**src/smd_pkg.sv**
```systemverilog
// package: register map, field layout and reset values of the swap/dither control bank
package smd_pkg;

  // ********************************************
  // register offsets
  // ********************************************
  localparam logic [11:0] SWAP_STEER_DELAY_ADDR   = 12'h009B;
  localparam logic [11:0] DITHER_CONTROL_ADDR     = 12'h009D;
  localparam logic [11:0] SAMPLE_LSB_CONTROL_ADDR = 12'h0160;

  // ********************************************
  // field layout
  // ********************************************
  localparam int DELAY_W        = 5;
  localparam int DITHER_ON_BIT  = 0;
  localparam int DITHER_SIZE_BIT = 1;
  localparam int ROUND_ERR_BIT  = 2;
  localparam int DITHER_W       = 3;
  localparam int LSB_MARKER_BIT = 0;

  // ********************************************
  // reset values and fixed constants
  // ********************************************
  localparam logic [4:0] SWAP_STEER_DELAY_RST = 5'h07;
  localparam logic [7:0] SAMPLE_LSB_RST       = 8'h00;
  localparam logic [7:0] READ_ZERO            = 8'h00;
  localparam logic [4:0] DELAY_MAX            = 5'h1F;

endpackage : smd_pkg

```
**src/smd_cfg_if.sv**
```systemverilog
// interface: configuration carried from the register bank to the data-path helper
`timescale 1ns/1ps
interface smd_cfg_if;
  import smd_pkg::*;
  logic [DELAY_W-1:0] steer_delay;
  logic               swap_busy;
  logic               sel_in;
  logic               sel_out;
  modport bank (output steer_delay, output swap_busy, output sel_in, input sel_out);
  modport path (input steer_delay, input swap_busy, input sel_in, output sel_out);
endinterface : smd_cfg_if

```
**src/smd_top.sv**
```systemverilog
// module: swap steering delay, dither control and sample lsb control registers
// ********************************************
// ********************************************
//
// The strobed register port was left to the implementer.
`timescale 1ns/1ps
module smd_top
  import smd_pkg::*;
(
  // clock and reset
  input  wire logic        I_CLK,
  input  wire logic        I_RSTN,
  // register port
  input  wire logic [11:0] I_ADDR,
  input  wire logic [7:0]  I_WDATA,
  input  wire logic        I_WR,
  input  wire logic        I_RD,
  output logic      [7:0]  O_RDATA,
  // factory fuse word for dither defaults
  input  wire logic [2:0]  I_FUSE_DITHER,
  // swap path
  input  wire logic        I_SWAP_BUSY,
  input  wire logic        I_STEER_SEL,
  output logic             O_STEER_SEL,
  // dither and marker controls
  output logic             O_DITHER_ON,
  output logic             O_DITHER_SIZE_SEL,
  output logic             O_ROUND_ERR_SEL,
  output logic             O_LSB_MARKER_ON
);

  // ********************************************
  // registers
  // ********************************************
  logic [DELAY_W-1:0]  swap_steer_delay;
  logic [DITHER_W-1:0] dither_ctrl;
  logic                lsb_marker_on;
  logic                fuse_load;
  logic [2:0]          fuse_s1;
  logic [2:0]          fuse_s2;
  logic                busy_s1;
  logic                busy_s2;
  logic                sel_s1;
  logic                sel_s2;
  smd_cfg_if           cfg ();

  // ********************************************
  // decode
  // ********************************************
  wire hit_delay  = I_ADDR == SWAP_STEER_DELAY_ADDR;
  wire hit_dither = I_ADDR == DITHER_CONTROL_ADDR;
  wire hit_lsb    = I_ADDR == SAMPLE_LSB_CONTROL_ADDR;
  // reserved bits are dropped on write; writers must send zero anyway
  wire [7:0] rd_mux = hit_delay  ? {3'h0, swap_steer_delay} :
                      hit_dither ? {5'h00, dither_ctrl} :
                      hit_lsb    ? {7'h00, lsb_marker_on} : READ_ZERO;

  // fuse pins are static but asynchronous, so resample before use
  always_ff @(posedge I_CLK) begin
    fuse_s1 <= I_FUSE_DITHER;
    fuse_s2 <= fuse_s1;
    busy_s1 <= I_SWAP_BUSY;
    busy_s2 <= busy_s1;
    sel_s1  <= I_STEER_SEL;
    sel_s2  <= sel_s1;
  end

  always_ff @(posedge I_CLK) begin
    if (!I_RSTN) begin
      swap_steer_delay <= SWAP_STEER_DELAY_RST;
      lsb_marker_on    <= SAMPLE_LSB_RST[0];
      fuse_load        <= 1'b1;
      dither_ctrl      <= '0;
    end else begin
      fuse_load <= 1'b0;
      if (I_WR && hit_delay) begin
        swap_steer_delay <= I_WDATA[DELAY_W-1:0];
      end
      if (I_WR && hit_lsb) begin
        lsb_marker_on <= I_WDATA[LSB_MARKER_BIT];
      end
      // defaults captured one cycle after release; a write still wins later
      if (fuse_load) begin
        dither_ctrl <= fuse_s2;
      end else if (I_WR && hit_dither) begin
        dither_ctrl <= I_WDATA[DITHER_W-1:0];
      end
    end
  end

  always_ff @(posedge I_CLK) begin
    if (!I_RSTN) begin
      O_RDATA           <= '0;
      O_DITHER_ON       <= 1'b0;
      O_DITHER_SIZE_SEL <= 1'b0;
      O_ROUND_ERR_SEL   <= 1'b0;
      O_LSB_MARKER_ON   <= 1'b0;
      O_STEER_SEL       <= 1'b0;
    end else begin
      O_RDATA           <= I_RD ? rd_mux : READ_ZERO;
      O_DITHER_ON       <= dither_ctrl[DITHER_ON_BIT];
      O_DITHER_SIZE_SEL <= dither_ctrl[DITHER_SIZE_BIT];
      O_ROUND_ERR_SEL   <= dither_ctrl[ROUND_ERR_BIT];
      O_LSB_MARKER_ON   <= lsb_marker_on;
      O_STEER_SEL       <= cfg.sel_out;
    end
  end

  // ********************************************
  // select delay line
  // ********************************************
  assign cfg.steer_delay = swap_steer_delay;
  assign cfg.swap_busy   = busy_s2;
  assign cfg.sel_in      = sel_s2;

  smd_sel_delay u_delay (
    .I_CLK  (I_CLK),
    .I_RSTN (I_RSTN),
    .cfg    (cfg.path)
  );

  // ********************************************
  // checks
  // ********************************************
  AST_DELAY_WRITE: assert property (@(posedge I_CLK) disable iff (!I_RSTN)
    I_WR && hit_delay |=> swap_steer_delay == $past(I_WDATA[4:0]))
    else $error("delay write lost");
  AST_RESERVED_ZERO: assert property (@(posedge I_CLK) disable iff (!I_RSTN)
    I_RD && hit_dither |=> O_RDATA[7:3] == 5'h00) else $error("reserved bits not zero");
  AST_DITHER_ON: assert property (@(posedge I_CLK) disable iff (!I_RSTN)
    O_DITHER_ON == $past(dither_ctrl[0])) else $error("dither enable mismatch");
  AST_DITHER_SIZE: assert property (@(posedge I_CLK) disable iff (!I_RSTN)
    I_WR && hit_dither && !fuse_load |=> ##1 O_DITHER_SIZE_SEL == $past(I_WDATA[1], 2))
    else $error("amplitude select mismatch");
  AST_ROUND_ERR: assert property (@(posedge I_CLK) disable iff (!I_RSTN)
    I_WR && hit_dither && !fuse_load |=> ##1 O_ROUND_ERR_SEL == $past(I_WDATA[2], 2))
    else $error("rounding select mismatch");
  AST_FUSE_LOAD: assert property (@(posedge I_CLK) disable iff (!I_RSTN)
    fuse_load |=> dither_ctrl == $past(fuse_s2)) else $error("fuse defaults not loaded");
  AST_LSB_RESET: assert property (@(posedge I_CLK)
    !I_RSTN |=> lsb_marker_on == 1'b0) else $error("lsb control not reset");
  AST_LSB_MARKER: assert property (@(posedge I_CLK) disable iff (!I_RSTN)
    I_WR && hit_lsb |=> ##1 O_LSB_MARKER_ON == $past(I_WDATA[0], 2))
    else $error("marker enable mismatch");
  AST_STEER_IDLE: assert property (@(posedge I_CLK) disable iff (!I_RSTN)
    !busy_s2 |=> O_STEER_SEL == $past(sel_s2)) else $error("steer delayed while idle");

endmodule : smd_top

```
**src/smd_sel_delay.sv**
```systemverilog
// module: programmable delay line on the core-steering select signal
`timescale 1ns/1ps
module smd_sel_delay
  import smd_pkg::*;
(
  // clock and reset
  input  wire logic I_CLK,
  input  wire logic I_RSTN,
  // configuration
  smd_cfg_if.path   cfg
);

  // ********************************************
  // delay shift register
  // ********************************************
  localparam int DEPTH = 32;
  logic [DEPTH-1:0] tap;
  logic             delayed;

  always_ff @(posedge I_CLK) begin
    if (!I_RSTN) begin
      tap <= '0;
    end else begin
      tap <= {tap[DEPTH-2:0], cfg.sel_in};
    end
  end

  // tap zero of the chain lags the live select by one cycle, so a delay of 0 bypasses the chain and adds nothing
  assign delayed     = (cfg.steer_delay == '0) ? cfg.sel_in : tap[cfg.steer_delay - 5'h01];
  // outside a swap the raw select passes straight through
  assign cfg.sel_out = cfg.swap_busy ? delayed : cfg.sel_in;

  AST_NO_DELAY_IDLE: assert property (@(posedge I_CLK) disable iff (!I_RSTN)
    !cfg.swap_busy |-> cfg.sel_out == cfg.sel_in) else $error("delay leaked outside swap");

endmodule : smd_sel_delay

```
**config.mk**
```make
export PLATFORM = sky130hd
export DESIGN_NAME = smd_top
export DESIGN_NICKNAME = d
export VERILOG_FILES = /design/src/smd_pkg.sv /design/src/smd_cfg_if.sv /design/src/smd_top.sv /design/src/smd_sel_delay.sv
export SDC_FILE = /design/constraint.sdc
export NUM_CORES = 1
export LEC_CHECK = 0
export BUFFER_PORTS_ARGS = -buffer_cell sky130_fd_sc_hd__buf_2
export CORE_MARGIN = 4
export CORE_UTILIZATION = 35
export CTS_BUF_LIST = sky130_fd_sc_hd__clkbuf_16
export DETAILED_ROUTE_END_ITERATION = 10
export HOLD_SLACK_MARGIN = 0.02
export MAX_ROUTING_LAYER = met4
export SYNTH_ARGS = -nofsm -noshare
export SYNTH_HDL_FRONTEND = slang
export SYNTH_SLANG_ARGS = --single-unit
```
**constraint.sdc**
```tcl
create_clock -name I_CLK -period 6.6 [get_ports I_CLK]
set_clock_uncertainty 0.15 [all_clocks]
set_input_delay 0.66 -clock I_CLK [delete_from_list [all_inputs] [get_ports I_CLK]]
set_output_delay 0.66 -clock I_CLK [all_outputs]
set_load 0.02 [all_outputs]
```
==> qor.csv <==
metric;value;unit
max-clock-path-buffers;2;
yosys.cell_types.count;30;
fmax;0.362;GHz
leakagePower;1.20;nW
clock_latency;0.32;ns
drt_wl_total;4150;um
ir_worst_vdd;0.000192;V
crit_type;register to register;
vias;1491;
dr.pass1.iters;4;
place_congestion;0.810;
die_area;7670;um2
relSlewSlack;53.3;%
p_per_area;337;nW/um2
synth.most_common_cell;dfxtp_1;
grt_pass1_vias;1435;
fin_crit_sh;41.9;%
ys_top_cells_by_area;dfxtp_1, and2_1, mux4_1, mux4_2, nand3_1;
r2r_cells;6;
ys_ff_latch;62;
core_area;6030;um2
finalWorstSetupSlack;3.84;ns
initial_core_util;36.8;%
worst_setup_path_end_kind;register;
drv_slew;0;
cp.arrival;2.82;ns
cp-endpoint;O_STEER_SEL;
die_x;87.6;um
drive_above_1_share;24.4;%
holdBufCountCts;0;
synthCells;195;
ys_async_sr_fraction;0;%
synth_warnings;0;
cp_max_fo;12;
finalHoldViolCount;0;
antennaDiodeCount;0;
grt_usage;12.4;%
grt_max_degree;44;
dieHeight;87.6;um
syn-mean-instance-area;11.4;um2
worstPathRequired;6.66;ns
reg2reg_slack;3.84;ns
synth-edff-count;0;
cts_resized;0;
cts.htree.levels;3;
grt_pass1_wl;6800;um
drc;0;
rsz0062_at_grt;no;
min_period;2.76;ns
cts_tree;built;
via_per_inst;4.76;
ys_top_cells_by_count;dfxtp_1, and2_1, nand3_1;
synth_top_cell_area_share;56.0;%
grt_antenna_before_repair;0;
pre_cts_ws;3.79;ns
gr-total-overflow;0;
critPathLaunchType;register;
drt-wirelength-per-cell;13.3;um
synth_ff_type;dfxtp_1;
startpoint;cfg.steer_delay[0];
io_pins;42;
r2r-start;cfg.steer_delay[0];
max_cap_violations;0;
reg2reg_to;O_STEER_SEL;
nNetsFinal;263;
setup_viol;0;
tns;0;ns
hp-class;register to register;
ant_nets;0;
syn_to_final_growth;25.2;%
dpl.hpwl;2830;um
status;finished, final reports clean;
first_iter_violations;102;
cts.sinks;62;
port_buffers;35;
rows;28;
postCtsSetupBuffers;0;
clk_pin_slew;0.05;ns
worstMarginPinSlew;0.695;ns
synth_top_area_cell;dfxtp_1;
ys_seq_area_share;56.0;%
netlist_area;2220;um2
root_buffer;clkbuf_16;
numCtsBuffers;9;
## critical path, cell delays in order, from the launching register on
cell and delay, ns:
dfxtp_1 0.73, inv_1 0.10, ha_1 0.53, mux4_2 0.36, mux4_2 0.50, a32oi_1 0.21, nand2_1 0.07
## worst min-delay path by stage
stage                from         end  slack, ns  depth (start not counted)
3_3_place_gp       sel_s1  cfg.sel_in       0.16                          0
3_5_place_dp   fuse_s1[1]  fuse_s2[1]       0.16                          0
5_1_grt           busy_s1     busy_s2       0.18                          0
2_1_floorplan     busy_s1     busy_s2       0.16                          0
6_report           sel_s1  cfg.sel_in       0.17                          0
4_1_cts        fuse_s1[1]  fuse_s2[1]       0.17                          0
## stage by stage
step | instance area (um2) | instances | util [%] | total power [mW] | hold WS (ns)
final | 2780 | 313 | 46.1 | 0.937 | 0.174
after global routing | 2780 | 313 | 46.1 | 0.976 | 0.184
after CTS | 2780 | 313 | 46.1 | 0.947 | 0.175
after detailed placement | 2440 | 297 | 40.4 | 0.419 | 0.162
after global placement | 2440 | 297 | 40.4 | 0.419 | 0.160
after floorplan | 2220 | 197 | - | 0.407 | 0.160
## cells in the final DEF (no fill, tap or decap), types with 2 or more instances in the layout
cell,instances
nand2b_1,3
inv_1,5
dfxtp_1,62
and2_1,39
clkinvlp_4,2
nor3_1,6
bufinv_16,3
conb_1,3
nor2b_1,3
nor2_1,5
a21oi_1,3
buf_2,35
a32oi_1,2
or3_4,2
clkbuf_16,9
xnor2_1,2
mux4_2,5
nand3_1,14
mux4_1,5
a22oi_1,3
nor4_1,2
a311oi_1,3
nand2_1,13
## logic make-up after synthesis
logic type	share of synthesized area [%]
muxes	11.5
AOI/OAI and AO/OA	3.89
DFF	56.0
other	0.169
buffers and inverters	3.22
xor gates and xnor gates	0.790
and+or+nand+nor	23.9
adders and majority gates	0.564
## final cells by class
cell class	count	area, um2
Inverter	4	15.0
Clock inverter	7	114
Timing Repair Buffer	35	175
Tap cell	75	93.8
Sequential cell	62	1240
Fill cell	577	3250
Clock buffer	9	225
Multi-Input combinational cell	121	912
## sequential cells by signal (all words and copies together) (netlist names), 3 cells and up
| name | cells |
|---|---|
| dither_ctrl | 3 |
| u_delay.tap | 32 |
| cfg.steer_delay | 5 |
| O_RDATA | 5 |
| fuse_s1 | 3 |
| fuse_s2 | 3 |
## metal layers
| layer | routed length (um) | vias up | global-route usage (%) |
|---|---|---|---|
| li1 | - | 750 | - |
| met1 | 1960 | 694 | 15.1 |
| met2 | 1890 | 43 | 16.7 |
| met3 | 238 | 4 | 5.27 |
| met4 | 65 | 0 | 7.67 |
| met5 | 0 | - | - |
## power breakdown
part	internal, mW	switching [mW]	leakage, nW
Sequential	0.382	0.00293	0.506
Clock	0.366	0.159	0.163
Combinational	0.0111	0.0156	0.533
Total	0.759	0.178	1.20
(Power assumes the default switching activity.)
